`config.mk`:
```
export PLATFORM = sky130hd
export DESIGN_NAME = capture_compare_pwm_timer
export DESIGN_NICKNAME = d
export VERILOG_FILES = /design/src/logic/capture_compare_pwm_timer.v
export VERILOG_INCLUDE_DIRS = /design/src /design/src/logic
export SDC_FILE = /design/constraint.sdc
export NUM_CORES = 1
export LEC_CHECK = 0
export ABC_AREA = 0
export BUFFER_PORTS_ARGS = -buffer_cell sky130_fd_sc_hd__buf_2
export CELL_PAD_IN_SITES_DETAIL_PLACEMENT = 0
export CELL_PAD_IN_SITES_GLOBAL_PLACEMENT = 1
export CORE_MARGIN = 5
export CORE_UTILIZATION = 42
export CTS_CLUSTER_DIAMETER = 60
export CTS_CLUSTER_SIZE = 14
export DETAILED_ROUTE_END_ITERATION = 8
export GPL_TIMING_DRIVEN = 0
export PLACE_DENSITY_LB_ADDON = 0.1
export SYNTH_ARGS = -nofsm -noshare
export SYNTH_HDL_FRONTEND = slang
export SYNTH_SLANG_ARGS = --single-unit
export TNS_END_PERCENT = 10
```
`constraint.sdc`:
```
create_clock -name clk_i -period 3.1 [get_ports clk_i]
set_clock_uncertainty 0.05 [all_clocks]
set_input_delay 0.62 -clock clk_i [delete_from_list [all_inputs] [get_ports clk_i]]
set_output_delay 0.62 -clock clk_i [all_outputs]
set_load 0.005 [all_outputs]
```
`src/logic/timer_defs.vh`:
```
// constants for the capture/compare/pwm timer
`ifndef TIMER_DEFS_VH
`define TIMER_DEFS_VH
`define TMR_MODE_OFF     2'h0
`define TMR_MODE_CAPTURE 2'h1
`define TMR_MODE_COMPARE 2'h2
`define TMR_MODE_PWM     2'h3
`define TMR_CH_COUNT     3
`define TMR_DT_WIDTH     8
`define TMR_DT_IDLE      8'h00
`define TMR_SYNC_RESET   4'h0
`endif

```
`src/logic/capture_compare_pwm_timer.v`:
```
// capture/compare/pwm timer with three channels, dead time and event triggers
`timescale 1ns/1ps
`include "timer_defs.vh"

module capture_compare_pwm_timer #(
	parameter CNT_WIDTH   = 16,
	parameter HAS_DEADTIME = 1
) (
	input  wire                   clk_i,
	input  wire                   rst_b_i,
	input  wire                   enable_i,
	input  wire                   count_ext_i,
	input  wire                   ext_event_i,
	input  wire [2:0]             cap_event_i,
	input  wire [5:0]             ch_mode_i,
	input  wire [3*CNT_WIDTH-1:0] ch_compare_i,
	input  wire                   dt_enable_i,
	input  wire [7:0]             dt_cycles_i,
	output reg  [CNT_WIDTH-1:0]   count_o,
	output reg  [3*CNT_WIDTH-1:0] capture_o,
	output reg  [2:0]             capture_valid_o,
	output reg  [2:0]             ch_out_o,
	output reg  [2:0]             ch_out_n_o,
	output reg                    overflow_trig_o,
	output reg  [2:0]             match_trig_o
);

////////////////////////////////////////////////////////////////////////////////
// pin synchroniser: three stages, change counted when stages two and three agree
reg  [3:0] sync_a;
reg  [3:0] sync_b;
reg  [3:0] sync_c;
reg  [3:0] stable;
reg  [3:0] stable_d;
wire [3:0] pins = {ext_event_i, cap_event_i};
wire [3:0] rise = stable & ~stable_d;
reg  [3:0] next_stable;

// all four bits are taken together, only once stages two and three agree on every pin, so a pin that
// changes right at a clock edge cannot leave a one-cycle glitch behind
always @* begin
	next_stable = stable;
	if (sync_b == sync_c) begin
		next_stable = sync_c;
	end
end

always @(posedge clk_i) begin
	if (!rst_b_i) begin
		sync_a   <= `TMR_SYNC_RESET;
		sync_b   <= `TMR_SYNC_RESET;
		sync_c   <= `TMR_SYNC_RESET;
		stable   <= `TMR_SYNC_RESET;
		stable_d <= `TMR_SYNC_RESET;
	end else begin
		sync_a   <= pins;
		sync_b   <= sync_a;
		sync_c   <= sync_b;
		stable   <= next_stable;
		stable_d <= stable;
	end
end

////////////////////////////////////////////////////////////////////////////////
// counter; external counting uses the filtered rise of the event pin
wire                 tick  = enable_i & (count_ext_i ? rise[3] : 1'b1);
wire [CNT_WIDTH-1:0] all_1 = {CNT_WIDTH{1'b1}};
wire [CNT_WIDTH-1:0] one   = {{(CNT_WIDTH-1){1'b0}}, 1'b1};
wire                 wrap  = tick & (count_o == all_1);
reg  [CNT_WIDTH-1:0] next_count;

// the sum stays at counter width, so all ones rolls over to zero
always @* begin
	next_count = count_o;
	if (tick) begin
		next_count = count_o + one;
	end
end

always @(posedge clk_i) begin
	if (!rst_b_i) begin
		count_o         <= {CNT_WIDTH{1'b0}};
		overflow_trig_o <= 1'b0;
	end else begin
		count_o         <= next_count;
		overflow_trig_o <= wrap;
	end
end

////////////////////////////////////////////////////////////////////////////////
// channel helpers shared by all three channels
wire [CNT_WIDTH-1:0]     zero   = {CNT_WIDTH{1'b0}};
wire                     reload = wrap | (count_o == zero);
wire [`TMR_CH_COUNT-1:0] next_out;
wire [`TMR_CH_COUNT-1:0] next_out_n;
wire [`TMR_CH_COUNT-1:0] cap_take;
wire [`TMR_CH_COUNT-1:0] cmp_hit;
integer                  j;

////////////////////////////////////////////////////////////////////////////////
// per-channel decode, shadow and dead time; the pwm threshold that drives ch_out_o
// and ch_out_n_o is shadowed and reloaded only at the period start, so a written
// value takes effect there, only the last one written in a period, without glitches, while
// match_trig_o in pwm mode compares count_o with the unshadowed threshold
genvar g;
generate
	for (g = 0; g < `TMR_CH_COUNT; g = g + 1) begin : chan
		wire [1:0]           mode     = ch_mode_i[2*g +: 2];
		wire [CNT_WIDTH-1:0] thresh   = ch_compare_i[g*CNT_WIDTH +: CNT_WIDTH];
		wire                 is_cap   = (mode == `TMR_MODE_CAPTURE);
		wire                 is_cmp   = (mode == `TMR_MODE_COMPARE);
		wire                 is_pwm   = (mode == `TMR_MODE_PWM);
		// dead time only separates the complementary pwm pair; a compare
		// output must follow its threshold without blanking
		wire                 dt_on    = (HAS_DEADTIME != 0) && dt_enable_i && is_pwm;
		reg  [CNT_WIDTH-1:0] shadow;
		reg  [7:0]           dt_cnt;
		reg  [7:0]           next_dt_cnt;
		reg                  raw;
		reg                  raw_d;
		reg                  out_q;
		reg                  out_n_q;
		wire                 raw_edge = (raw != raw_d);

		always @* begin
			case (mode)
				`TMR_MODE_COMPARE: begin
					raw = (count_o >= thresh);
				end
				`TMR_MODE_PWM: begin
					raw = (count_o < shadow);
				end
				default: begin
					raw = 1'b0;
				end
			endcase
		end

		// dead time: both outputs low for 1 + dt_cycles clocks after each edge
		always @* begin
			next_dt_cnt = `TMR_DT_IDLE;
			out_q       = raw;
			out_n_q     = ~raw & is_pwm;
			if (dt_on) begin
				if (raw_edge) begin
					next_dt_cnt = dt_cycles_i;
					out_q       = 1'b0;
					out_n_q     = 1'b0;
				end else if (dt_cnt != `TMR_DT_IDLE) begin
					next_dt_cnt = dt_cnt - 8'h01;
					out_q       = 1'b0;
					out_n_q     = 1'b0;
				end
			end
		end

		always @(posedge clk_i) begin
			if (!rst_b_i) begin
				raw_d  <= 1'b0;
				dt_cnt <= `TMR_DT_IDLE;
			end else begin
				raw_d  <= raw;
				dt_cnt <= next_dt_cnt;
			end
		end

		always @(posedge clk_i) begin
			if (!rst_b_i) begin
				shadow <= {CNT_WIDTH{1'b0}};
			end else if (reload) begin
				shadow <= thresh;
			end
		end

		assign next_out[g]   = out_q;
		assign next_out_n[g] = out_n_q;
		assign cap_take[g]   = is_cap & rise[g];
		assign cmp_hit[g]    = (is_cmp | is_pwm) & tick & (count_o == thresh);
	end
endgenerate

////////////////////////////////////////////////////////////////////////////////
// registered channel outputs and trigger pulses
always @(posedge clk_i) begin
	if (!rst_b_i) begin
		capture_valid_o <= 3'h0;
		ch_out_o        <= 3'h0;
		ch_out_n_o      <= 3'h0;
		match_trig_o    <= 3'h0;
	end else begin
		capture_valid_o <= cap_take;
		ch_out_o        <= next_out;
		ch_out_n_o      <= next_out_n;
		match_trig_o    <= cap_take | cmp_hit;
	end
end

// capture buffers hold their value until the next event on that channel
always @(posedge clk_i) begin
	if (!rst_b_i) begin
		capture_o <= {3*CNT_WIDTH{1'b0}};
	end else begin
		for (j = 0; j < `TMR_CH_COUNT; j = j + 1) begin
			if (cap_take[j]) begin
				capture_o[j*CNT_WIDTH +: CNT_WIDTH] <= count_o;
			end
		end
	end
end

endmodule

```
[Yosys cells after proc, flatten, opt, wreduce, memory -nomap -nowiden]
Cells that the tools add are included.
Operators by class
  $lt $le $gt $ge: 6
  bitwise operators: 24
  add/sub/neg operators: 4
  multiplexer cells: 28
  equality and inequality tests: 17
  reduce and logical (&&, ||, !) cells: 10
Operators with widths (number)
  equality test 16 bit: 3
  >= comparator 16 bit: 3
  less-than comparator 16 bit: 3
  two-way mux 8 bit: 6
  nonzero test 8 bit: 3
  subtractor 8 x 1 -> 8 bit, second input constant: 3
  two-way mux 1 bit: 19
  adder 16 x 1 -> 16 bit, second input constant: 1
  equality test 16 bit, second input constant: 1
  zero test 16 bit: 1
  bitwise AND 1 bit: 14
  equality test 2 bit, second input constant: 6
  equality test 2 x 1 -> 1 bit, second input constant: 3
  case mux 1 bit (2 select lines): 3
  AND reduction 2 bit: 3
  bitwise AND 4 bit: 1
  equality test 4 bit: 1
  NOT 4 bit: 1
  bitwise OR 1 bit: 4
  logical AND 1 bit: 3
  inequality test 1 bit: 3
  NOT 1 bit: 3
  bitwise OR 3 bit: 1
Word-level totals
  bits in registers: 172
  word-level logic and storage cells: 112
  output and inout port bits: 77

[Depth between registers and ports, before layout]
Gate-level depths: netlist (run 1).
  word-level depth: 7
  mapped depth: 9
  gate-level depth less buffers: 9

[Least setup slack after synthesis (run 1)]
No wires, ideal clock.
  path type: input port to flip-flop
  from: input port ch_compare_i[13]
  to: register chan[0].dt_cnt[0]
  library setup time: 72 ps
  data arrival time: 2375 ps
  path buffers: 0
  stages on the path: 9
  slack: 603 ps
  cells stage by stage: inv_1 ha_1 nand4_1 or4_1 a21o_1 o211ai_2 a21oi_4 xnor2_4 mux2i_1
Between the ends
  word-level cells in the longest chain between the ends: 4
RTL lines
  from (decl): line capture_compare_pwm_timer.v:16  | input wire [3*CNT_WIDTH-1:0] ch_compare_i,
  >= comparator 16 bit: line capture_compare_pwm_timer.v:128  | raw = (count_o >= thresh);
  case mux 1 bit (2 select lines): line capture_compare_pwm_timer.v:126  | case (mode)
  inequality test 1 bit: line capture_compare_pwm_timer.v:123  | wire raw_edge = (raw != raw_d);
  two-way mux 8 bit: line capture_compare_pwm_timer.v:145  | if (raw_edge) begin
  to (signal assigned): line capture_compare_pwm_timer.v:160  | dt_cnt <= `TMR_DT_IDLE;
  to (signal assigned): line capture_compare_pwm_timer.v:163  | dt_cnt <= next_dt_cnt;
  to (decl): line capture_compare_pwm_timer.v:117  | reg [7:0] dt_cnt;
No other way between the ends.
A chain may end at the register's enable or synchronous reset.

[Final worst setup path (run 1)]
  from: register count_o[0]
  to: register chan[1].dt_cnt[3]
Between the ends
  word-level cells in the longest chain between the ends: 4
  elaborated cells between the ends (all ways): 5
  classes of those cells: order compare (2); eq/ne (1); mux (2)
RTL lines
  from (decl): line capture_compare_pwm_timer.v:19  | output reg [CNT_WIDTH-1:0] count_o,
  from (signal assigned): line capture_compare_pwm_timer.v:82  | count_o <= {CNT_WIDTH{1'b0}};
  from (signal assigned): line capture_compare_pwm_timer.v:85  | count_o <= next_count;
  less-than comparator 16 bit or >= comparator 16 bit (tied branches): line capture_compare_pwm_timer.v:131, capture_compare_pwm_timer.v:128
  case mux 1 bit (2 select lines) (*): line capture_compare_pwm_timer.v:126
  inequality test 1 bit (*): line capture_compare_pwm_timer.v:123
  two-way mux 8 bit (*): line capture_compare_pwm_timer.v:145
  to (signal assigned): line capture_compare_pwm_timer.v:160
  to (signal assigned): line capture_compare_pwm_timer.v:163
  to (decl): line capture_compare_pwm_timer.v:117
Every way passes the cells marked *; elsewhere a longest branch is shown, timed or not.

==> results.cfg, run 1 <==
[worst_setup_path]
timing.critical_path.required_ns = 3.42
worstPathArrival_ns = 3.17
r2r_slack_ns = 0.25
setup_crit_start_kind = register
regToRegEndpoint = chan[1].dt_cnt[3]
crit_path_top_delay_cell = sky130_fd_sc_hd__dfxtp_2
timing.rr.start = count_o[0]
crit_chain = inv_1 > ha_1 > nand4_1 > nor2_1 > o31a_1 > o31ai_2 > a31oi_1 > nor2_4 > mux2i_1
r2r.worst_path.cells = 9
worst_setup_path_endpoint = chan[1].dt_cnt[3]
crit_path_max_fanout = 9
worstSetupPathType = reg -> reg
slowest_delay_ns = 0.50
critPathCaptureType = register
worst_setup_path_start = count_o[0]

[clock_tree]
cts_made_buffers = 17
tritoncts_clock_tree = yes
clkSinkCount = 172
clk_pin_slew_worst_paths_ns = 0.07
clock_path_buffers = 2
clock_h_tree_levels = 4
cts-root-buf = sky130_fd_sc_hd__clkbuf_16
cts_setup_buffers = 0
clk_latency_ns = 0.44

[layout]
fillCellCount = 2306
layout-area-overhead-vs-synth_pct = 17.8
fraction_of_layout_instances_using_a_drive_strength_above_1_pct = 16.1
sequential_cell_area_sq_um = 3450
multi_input_comb_area_sq_um = 5550
layout.nets = 1484
design_area_sq_um = 11300
antennaDiodeCount = 0

[floorplan]
initial_core_util_pct = 42.5
design.core.area_sq_um = 22600
floorplan.rows = 55
die_w_microns = 161
io_pins = 148
floorplan.die.height_microns = 161
die_area_sq_um = 26000

[power]
p_leak_nw = 5.26
irDropWorstVdd_uv = 278
intPower_mw = 3.69
cellPowerDensity_nw_per_um2 = 455
switching_share_of_power_pct = 28.3
power.net_switching_mw = 1.45
combPwrFrac_pct = 11.9
sequentialPowerShare_pct = 45.3
fin_total_pwr_mw = 5.14
p_clk_share_pct = 42.8

[placed_design]
post-place-ws_ns = -0.244
detailed_place.area_sq_um = 10700
dpl_wire_length_microns = 20900
portBuffers = 144
gp_routability_congestion = 0.823

[detailed_routing]
detailroute.via_count = 8277
drtIter0Drc = 421
drt_drc_violations_left = 0
drt.antenna.violating_nets = 0
detailedRoute.firstPassIterationCount = 5
route.detailed.wl_per_inst_microns = 17.4
drt-total-wl_microns = 28000
viasPerCell = 5.13

[synth]
synth_register_bits = 172
post_synth_instance_area_sq_um = 9600
synth_edf_count = 0
post_synth_main_area_contributors = sky130_fd_sc_hd__dfxtp_1 (36%), sky130_fd_sc_hd__ha_1 (13%), sky130_fd_sc_hd__nand2_1 (9.7%)
ys_types = 62
post_synth_most_frequent_cells = sky130_fd_sc_hd__nand2_1 (248), sky130_fd_sc_hd__dfxtp_1 (172), sky130_fd_sc_hd__inv_1 (109), sky130_fd_sc_hd__ha_1 (98), sky130_fd_sc_hd__a21boi_1 (58)
synth_cells = 1152
netlist.area_leader.share_pct = 35.9
postSynth.asyncResetShare_pct = 0
synthDominantAreaCellType = sky130_fd_sc_hd__dfxtp_1
yosys_most_used_dff = sky130_fd_sc_hd__dfxtp_1
synth-warning-count = 0
net_count_after_synthesis = 1321
dominant_cell_by_count_in_the_synthesized_netlist = sky130_fd_sc_hd__nand2_1
syn_area_per_cell_sq_um = 8.33
seq_area_frac_synth_pct = 35.9

[flow_run]
max_cap_violations = 0

[global_route]
first_pass_grt_wire_length_microns = 43700
largest_net_degree_at_the_start_of_global_routing = 19
grt-ovfl-total = 0
track_usage_pct = 21.6
antenna_found_initial = 0
grt_pass1_vias = 8024

[run_status]
run_status = completed

[sta]
final_critical_path_time_including_i_o_delays_and_setup_ns = 2.85
maxSlewHeadroom_pct = 56.2
worst-slew-pin-transition_ns = 0.654
hold-worst-slack_ns = 0.328
layout_setup_ws_ns = 0.249
maxSlewViolCount = 0
fmax_mhz = 351
final_min_period_over_clock_period_pct = 92.0
finalSetupViolCount = 0
unrepaired_setup_endpoints_after_global_routing = yes
finalHoldViolCount = 0

[worst_hold_path]
hold_class = in -> reg
-- state kept, by name, indices dropped and copies added (netlist names) --
register         cells
capture_o           48
capture_valid_o      3
ch_out_n_o           3
ch_out_o             3
chan.dt_cnt         24
chan.raw_d           3
chan.shadow         48
count_o             16
match_trig_o         3
overflow_trig_o      1
stable               4
stable_d             4
sync_a               4
sync_b               4
sync_c               4
-- layout by cell type, fill, tap and decap left out, types with 13 or more instances in the layout --
cell,Yosys,layout
sky130_fd_sc_hd__nand3_1,25,25
sky130_fd_sc_hd__mux2i_1,29,29
sky130_fd_sc_hd__clkbuf_16,0,17
sky130_fd_sc_hd__nor2_1,36,36
sky130_fd_sc_hd__inv_1,109,109
sky130_fd_sc_hd__a21boi_1,58,58
sky130_fd_sc_hd__buf_2,7,151
sky130_fd_sc_hd__and2_1,33,33
sky130_fd_sc_hd__a21boi_0,46,46
sky130_fd_sc_hd__xnor2_1,17,17
sky130_fd_sc_hd__nor3_1,18,18
sky130_fd_sc_hd__ha_1,98,98
sky130_fd_sc_hd__nand4_1,30,30
sky130_fd_sc_hd__a21oi_1,32,32
sky130_fd_sc_hd__nand2_1,248,248
sky130_fd_sc_hd__o21ai_0,13,13
sky130_fd_sc_hd__a21o_1,18,18
sky130_fd_sc_hd__dfxtp_1,172,163
sky130_fd_sc_hd__nor2b_1,17,17
sky130_fd_sc_hd__clkbuf_1,41,41
-- power by group through the flow --
| stage | clock, mW | sequential (mW) | combinational (mW) |
|---|---|---|---|
| global route | 2.35 | 2.34 | 0.697 |
| CTS | 2.25 | 2.33 | 0.621 |
| floorplan | 0 | 2.37 | 0.417 |
| detailed placement | 0 | 2.38 | 0.617 |
| global placement | 0 | 2.38 | 0.612 |
| finish | 2.20 | 2.33 | 0.612 |
-- kinds of logic (layout without fill, tap and decap cells) --
kind of cell	count (synthesis)	count (layout)	share of synthesized area [%]
buf+inv	161	336	6.58
flops	172	172	35.9
simple gates	448	448	22.2
xor+xnor	28	28	2.94
compound gates	213	213	16.3
mux	32	32	3.38
fa+ha+maj	98	98	12.8
-- final cells by class --
class	count	area share [%]
clock buffer	17	3.76
clock inverter	14	1.52
tap	285	3.15
inverter	109	3.62
buffer	52	1.97
sequential	172	30.6
timing repair buffer	144	6.37
multi-input combinational	819	49.1
-- stage by stage --
step	util [%]	TNS (ns)	std cells
2_1_floorplan	-	0	1152
3_3_place_gp	47.3	-3.73	1581
3_5_place_dp	47.3	-3.45	1581
4_1_cts	50.0	0	1612
5_1_grt	50.1	-0.00605	1612
6_report	50.1	0	1612
-- worst max-delay path: cells and delay by family, from the launching register on --
| kind | cells | cell delay (ns) |
|---|---|---|
| mux | 1 | 0.20 |
| compound gates | 3 | 0.89 |
| buf+inv | 1 | 0.27 |
| simple gates | 3 | 0.51 |
| fa+ha+maj | 1 | 0.34 |
| flops | 1 | 0.50 |
-- routing by layer --
metal | global-route usage, % | up-vias | part of all wire, %
met5 | 0 | - | 0
met4 | 5.16 | 0 | 1.5
met3 | 4.90 | 30 | 5.4
met2 | 37.7 | 181 | 48
met1 | 27.3 | 3852 | 45
li1 | - | 4214 | -
-- how the worst min path moves through the flow --
stage                     depth (start not counted)   endpoint      startpoint
final                                             2  sync_a[3]     ext_event_i
after global routing                              2  sync_a[0]  cap_event_i[0]
after CTS                                         2  sync_a[3]     ext_event_i
after detailed placement                          1  sync_b[1]       sync_a[1]
after global placement                            1  sync_b[3]       sync_a[3]
after floorplan                                   1  sync_b[0]       sync_a[0]
-- what timing repair did --
action	4_1_cts	5_1_grt
resized for setup	6	6
setup endpoints to repair	22	22
pin swaps	0	1
hold buffers	0	0
(Power assumes the default switching activity.)
==> run 2, diff against run 1 <==
--- a/config.mk
+++ b/config.mk
@@ -9,13 +9,14 @@
 export ABC_AREA = 0
 export BUFFER_PORTS_ARGS = -buffer_cell sky130_fd_sc_hd__buf_2
 export CELL_PAD_IN_SITES_DETAIL_PLACEMENT = 0
-export CELL_PAD_IN_SITES_GLOBAL_PLACEMENT = 1
+export CELL_PAD_IN_SITES_GLOBAL_PLACEMENT = 2
 export CORE_MARGIN = 5
-export CORE_UTILIZATION = 42
+export CORE_UTILIZATION = 34
 export CTS_CLUSTER_DIAMETER = 60
 export CTS_CLUSTER_SIZE = 14
 export DETAILED_ROUTE_END_ITERATION = 8
 export GPL_TIMING_DRIVEN = 0
+export MAX_ROUTING_LAYER = met4
 export PLACE_DENSITY_LB_ADDON = 0.1
 export SYNTH_ARGS = -nofsm -noshare
 export SYNTH_HDL_FRONTEND = slang
==> run 2 against run 1 <==
Net effect:
- count of clock-buffer cells in the layout stayed put
- sequential share of layout area down 0.41 points
- wire length rose by 8.3%
- final cell count up 6.0%
- design area rose by 1.4%
- global-route usage shrank 1.7 points
- power up 2.2%
- register-to-register slack got worse by 0.095 ns
- worst setup slack got worse by 0.095 ns
- first-iteration DRC count is 22% lower
- sequential cell count stayed put
- non-clock buffer count unchanged
- critical path type unchanged
- critical endpoint is now chan[1].dt_cnt[0]
- largest power group unchanged
==> results.cfg, run 2 (same netlist as run 1, synthesis figures left out) <==
[layout]
fraction_of_layout_instances_using_a_drive_strength_above_1_pct = 16.2
top_regs = capture_o: 48 flops, chan.shadow: 48 flops, chan.dt_cnt: 24 flops
sequential_cell_area_sq_um = 3450
layout_common_cells = sky130_fd_sc_hd__nand2_1 (248), sky130_fd_sc_hd__dfxtp_1 (163), sky130_fd_sc_hd__buf_2 (151)
layout-area-overhead-vs-synth_pct = 19.4
mostFrequentLayoutCell = sky130_fd_sc_hd__nand2_1
multi_input_comb_area_sq_um = 5550
stdcell_count = 1708
fin_util_pct = 41.1
layout.nets = 1484
fillCellCount = 2943

[power]
p_leak_nw = 5.27
fin_total_pwr_mw = 5.26
cellPowerDensity_nw_per_um2 = 459
irDropWorstVdd_uv = 378
switching_share_of_power_pct = 29.2
combPwrFrac_pct = 11.8
power.net_switching_mw = 1.54
p_clk_share_pct = 43.9
sequentialPowerShare_pct = 44.3
intPower_mw = 3.72

[sta]
final_critical_path_time_including_i_o_delays_and_setup_ns = 2.95
finalSetupViolCount = 0
fmax_mhz = 339
final_min_period_over_clock_period_pct = 95.0
worst-slew-pin-transition_ns = 0.646
finalHoldViolCount = 0
maxSlewViolCount = 0
unrepaired_setup_endpoints_after_global_routing = yes
maxSlewHeadroom_pct = 56.9

[global_route]
track_usage_pct = 20.0
antenna_found_initial = 2
first_pass_grt_wire_length_microns = 46600
grt-ovfl-total = 0
grt_pass1_vias = 8126
largest_net_degree_at_the_start_of_global_routing = 21

[detailed_routing]
detailedRoute.firstPassIterationCount = 5
met3_wirelength_microns = 1180
drtIter0Drc = 329
drt.antenna.violating_nets = 0
viasPerCell = 4.76
route.top_layer_used = met4
length_of_routed_wiring_on_met1_microns = 14400
detailroute.via_count = 8126
total_length_of_routed_met2_wires_microns = 14500
drt-total-wl_microns = 30400
drt_drc_violations_left = 0
route.detailed.wl_per_inst_microns = 17.8

[worst_setup_path]
regToRegEndpoint = chan[1].dt_cnt[0]
crit_path_max_fanout = 9
r2r_slack_ns = 0.15
worstSetupPathType = reg -> reg
worstPathArrival_ns = 3.27
timing.rr.start = count_o[0]
setup_crit_start_kind = register
critPathCaptureType = register
timing.critical_path.required_ns = 3.42
r2r.worst_path.cells = 9

[clock_tree]
cts-root-buf = sky130_fd_sc_hd__clkbuf_16
clock_path_buffers = 2
clkSinkCount = 172
clock_h_tree_levels = 4
clk_latency_ns = 0.44
cts_made_buffers = 17
tritoncts_clock_tree = yes
clk_pin_slew_worst_paths_ns = 0.08

[floorplan]
initial_core_util_pct = 34.5
die_area_sq_um = 31700
io_pins = 148
floorplan.die.height_microns = 178
die_w_microns = 178
design.core.area_sq_um = 27900
floorplan.rows = 61

[placed_design]
dpl_wire_length_microns = 22600
portBuffers = 144
placed_cells_incl_taps = 1674
gp_routability_congestion = 0.805

[worst_hold_path]
worstHoldStart = cap_event_i[2]
hold_class = in -> reg
min_path_cells = 2
min_delay_worst_endpoint = sync_a[2]

[flow_run]
max_cap_violations = 0

[run_status]
run_status = completed
[run 2: changes by cell type in the layout (fill, tap and decap cells not counted), sizes merged]
cell    before  now
clkinv       5    6
diode        0    2
[run 2: what timing repair did]
item,in CTS,in global routing
gates resized for setup,8,4
buffers inserted,0,0
hold buffers,0,0
endpoints found under the setup margin,26,22
gates cloned,0,0
[run 2: metrics by stage]
step	hold WS [ns]	TNS [ns]	instance area [sq um]	setup WS [ns]
2_1_floorplan	0.362	0	9600	0.603
3_3_place_gp	0.365	-7.10	10800	-0.456
3_5_place_dp	0.373	-6.24	10800	-0.404
4_1_cts	0.315	0	11400	0.00445
5_1_grt	0.320	-0.0327	11500	-0.0245
6_report	0.331	0	11500	0.154
[run 2: worst max-delay path by stage]
stage / start / endpoint / slack [ns] / depth (start not counted)
after detailed placement: count_o[0] / chan[1].dt_cnt[5] / -0.40 / 9
after global routing: count_o[0] / chan[1].dt_cnt[2] / -0.02 / 9
final: count_o[0] / chan[1].dt_cnt[0] / 0.15 / 9
after floorplan: ch_compare_i[13] / chan[0].dt_cnt[0] / 0.60 / 9
after CTS: count_o[1] / chan[0].dt_cnt[5] / 0.004 / 7
after global placement: count_o[0] / chan[1].dt_cnt[2] / -0.46 / 9
[run 2: cell type report]
class	count	area share [%]
multi-input cells	819	48.4
flip-flops and latches	172	30.1
repair buffers	144	6.29
well taps	378	4.13
clock buffers	17	3.71
inverters	109	3.57
plain buffers	52	1.94
clock inverters	15	1.79
diodes	2	0.0437
[run 2: critical path: stages (launching register included)]
cell and delay, ns:
sky130_fd_sc_hd__dfxtp_2 0.52, sky130_fd_sc_hd__inv_1 0.28, sky130_fd_sc_hd__ha_1 0.35, sky130_fd_sc_hd__nand4_1 0.16
sky130_fd_sc_hd__nor2_1 0.06, sky130_fd_sc_hd__o31a_1 0.27, sky130_fd_sc_hd__o31ai_2 0.44, sky130_fd_sc_hd__a31oi_1 0.25
sky130_fd_sc_hd__nor2_4 0.29, sky130_fd_sc_hd__mux2i_1 0.20
[run 2: power groups by stage]
stage	clock network [mW]	logic (mW)	registers, mW
3_5_place_dp	0	0.626	2.38
5_1_grt	2.44	0.703	2.34
3_3_place_gp	0	0.623	2.38
4_1_cts	2.35	0.630	2.33
2_1_floorplan	0	0.417	2.37
6_report	2.31	0.620	2.33
[run 2: layer usage]
metal	vias up	GRT usage (%)
li1	4213	-
met1	3765	25.6
met2	134	33.3
met3	14	3.45
met4	0	4.03
met5	-	-
==> run 3, diff against run 2 <==
--- a/config.mk
+++ b/config.mk
@@ -11,7 +11,7 @@
 export CELL_PAD_IN_SITES_DETAIL_PLACEMENT = 0
 export CELL_PAD_IN_SITES_GLOBAL_PLACEMENT = 2
 export CORE_MARGIN = 5
-export CORE_UTILIZATION = 34
+export CORE_UTILIZATION = 37
 export CTS_CLUSTER_DIAMETER = 60
 export CTS_CLUSTER_SIZE = 14
 export DETAILED_ROUTE_END_ITERATION = 8
==> constraint.sdc (replaced) <==
create_clock -name clk_i -period 3.5 [get_ports clk_i]
set_clock_uncertainty 0.05 [all_clocks]
set_input_delay 0.7 -clock clk_i [delete_from_list [all_inputs] [get_ports clk_i]]
set_output_delay 0.7 -clock clk_i [all_outputs]
set_load 0.005 [all_outputs]
==> run 3 against run 2 <==
Net effect:
- design area shrank 1.1%
- largest cell class unchanged
- wire length shrank 2.5%
- critical path type unchanged
- sequential share of layout area rose by 0.25 points
- core utilization rose by 2.7 points
- final cell count is 2.6% lower
- first-iteration DRC count is 9.7% higher
- register-to-register slack gained 0.23 ns
- power is 14% lower
- clock power fell by 17%
- worst hold slack improved by 0.060 ns
==> results.cfg, run 3 (same netlist as run 1, synthesis figures left out) <==
[run_status]
run_status = completed

[worst_setup_path]
worstSetupPathType = reg -> reg
timing.critical_path.required_ns = 3.82
crit_path_max_fanout = 14
timing.rr.start = count_o[10]
worst_setup_path_start = count_o[10]
r2r_slack_ns = 0.38
r2r.worst_path.cells = 7
regToRegEndpoint = chan[1].dt_cnt[5]
worstPathArrival_ns = 3.44
setup_crit_start_kind = register
critPathCaptureType = register

[layout]
layout.nets = 1484
layout_common_cells = sky130_fd_sc_hd__nand2_1 (248), sky130_fd_sc_hd__dfxtp_1 (170), sky130_fd_sc_hd__buf_2 (151)
mostFrequentLayoutCell = sky130_fd_sc_hd__nand2_1
antennaDiodeCount = 0
layout-area-overhead-vs-synth_pct = 18.1
fraction_of_layout_instances_using_a_drive_strength_above_1_pct = 15.5
top_regs = capture_o: 48 flops, chan.shadow: 48 flops, chan.dt_cnt: 24 flops

[power]
irDropWorstVdd_uv = 245
p_leak_nw = 5.25
cellPowerDensity_nw_per_um2 = 399

[global_route]
track_usage_pct = 21.1
largest_net_degree_at_the_start_of_global_routing = 19
first_pass_grt_wire_length_microns = 45800
grt-ovfl-total = 0
antenna_found_initial = 0
grt_pass1_vias = 8223

[detailed_routing]
drtIter0Drc = 361
detailroute.via_count = 8252
drt_drc_violations_left = 0
detailedRoute.firstPassIterationCount = 5
route.detailed.wl_per_inst_microns = 17.8
drt-total-wl_microns = 29600
drt.antenna.violating_nets = 0
viasPerCell = 4.96

[floorplan]
die_area_sq_um = 29300
floorplan.die.height_microns = 171
design.core.area_sq_um = 25800
floorplan.rows = 59
io_pins = 148
initial_core_util_pct = 37.2
die_w_microns = 171

[clock_tree]
cts_setup_buffers = 0
tritoncts_clock_tree = yes
cts-root-buf = sky130_fd_sc_hd__clkbuf_16
clock_h_tree_levels = 4
clkSinkCount = 172
cts_made_buffers = 17
clock_path_buffers = 2
clk_latency_ns = 0.44
clk_pin_slew_worst_paths_ns = 0.08

[worst_hold_path]
worstHoldStart = sync_a[3]
min_path_cells = 1
hold_class = reg -> reg
min_delay_worst_endpoint = sync_b[3]

[sta]
finalSetupViolCount = 0
fmax_mhz = 321
finalHoldViolCount = 0
final.setup.tns_ns = 0
unrepaired_setup_endpoints_after_global_routing = no
maxSlewViolCount = 0
hold-worst-slack_ns = 0.391
worst-slew-pin-transition_ns = 0.964
maxSlewHeadroom_pct = 35.7
final_critical_path_time_including_i_o_delays_and_setup_ns = 3.12
final_min_period_over_clock_period_pct = 89.1

[placed_design]
portBuffers = 144
gp_routability_congestion = 0.783
dpl_wire_length_microns = 21900

[flow_run]
max_cap_violations = 0
==> run 3: changes by cell type in the layout (fill, tap and decap cells not counted), moves of 2 or more <==
| cell | before | now |
|---|---|---|
| sky130_fd_sc_hd__dfxtp_2 | 9 | 2 |
| sky130_fd_sc_hd__inv_12 | 2 | 0 |
| sky130_fd_sc_hd__diode_2 | 2 | 0 |
| sky130_fd_sc_hd__dfxtp_1 | 163 | 170 |
==> run 3: critical path: stages, from the launching register on <==
cell and delay (ns):
sky130_fd_sc_hd__dfxtp_1 0.94, sky130_fd_sc_hd__ha_1 0.41, sky130_fd_sc_hd__and4_1 0.23, sky130_fd_sc_hd__o31a_1 0.13, sky130_fd_sc_hd__o31ai_1 0.51, sky130_fd_sc_hd__a31oi_1 0.27, sky130_fd_sc_hd__nor2_4 0.29, sky130_fd_sc_hd__mux2i_1 0.20
==> run 3: final cells by class <==
cell class | count | area (sq um)
Buffer | 52 | 223
Clock buffer | 18 | 439
Clock inverter | 14 | 150
Fill cell | 2694 | 14500
Inverter | 109 | 409
Multi-Input combinational cell | 819 | 5530
Sequential cell | 172 | 3450
Tap cell | 335 | 419
Timing Repair Buffer | 144 | 721
==> run 3: what timing repair did <==
| item | CTS | global route |
|---|---|---|
| resized for setup | 0 | 3 |
| hold endpoints to repair | 0 | 0 |
| endpoints found under the setup margin | 0 | 15 |
| hold buffers | 0 | 0 |
==> run 3: metrics by stage <==
step / cells / total power, mW / area, sq um / worst slack [ns] / utilization, %
4_1_cts: 1663 / 4.59 / 11300 / 0.0455 / 43.9
3_5_place_dp: 1631 / 2.66 / 10700 / 0.0886 / 41.6
2_1_floorplan: 1152 / 2.47 / 9600 / 0.923 / -
3_3_place_gp: 1631 / 2.66 / 10700 / 0.0751 / 41.6
6_report: 1663 / 4.52 / 11300 / 0.383 / 43.9
5_1_grt: 1663 / 4.73 / 11300 / 0.152 / 43.9
==> run 3: per-layer routing <==
| layer | GRT usage (%) | up-vias | wire, microns | part of all wire (%) |
|---|---|---|---|---|
| met4 | 4.31 | 0 | 315 | 1.1 |
| met5 | - | - | 0 | 0 |
| met3 | 3.67 | 17 | 1250 | 4.2 |
| met2 | 35.1 | 152 | 14300 | 48 |
| li1 | - | 4221 | - | - |
| met1 | 27.0 | 3862 | 13700 | 46 |
==> run 3: power breakdown <==
part	internal, mW	switching (mW)
logic	0.224	0.324
clock network	0.972	0.938
registers	2.02	0.0406
total	3.22	1.30
==> run 3: worst max path at each step <==
stage	to	slack [ns]	cells past startpoint
floorplan	chan[0].dt_cnt[0]	0.92	9
global placement	chan[2].dt_cnt[4]	0.08	7
detailed placement	chan[2].dt_cnt[1]	0.09	7
CTS	chan[2].dt_cnt[4]	0.05	7
global route	chan[1].dt_cnt[5]	0.15	8
finish	chan[1].dt_cnt[5]	0.38	7
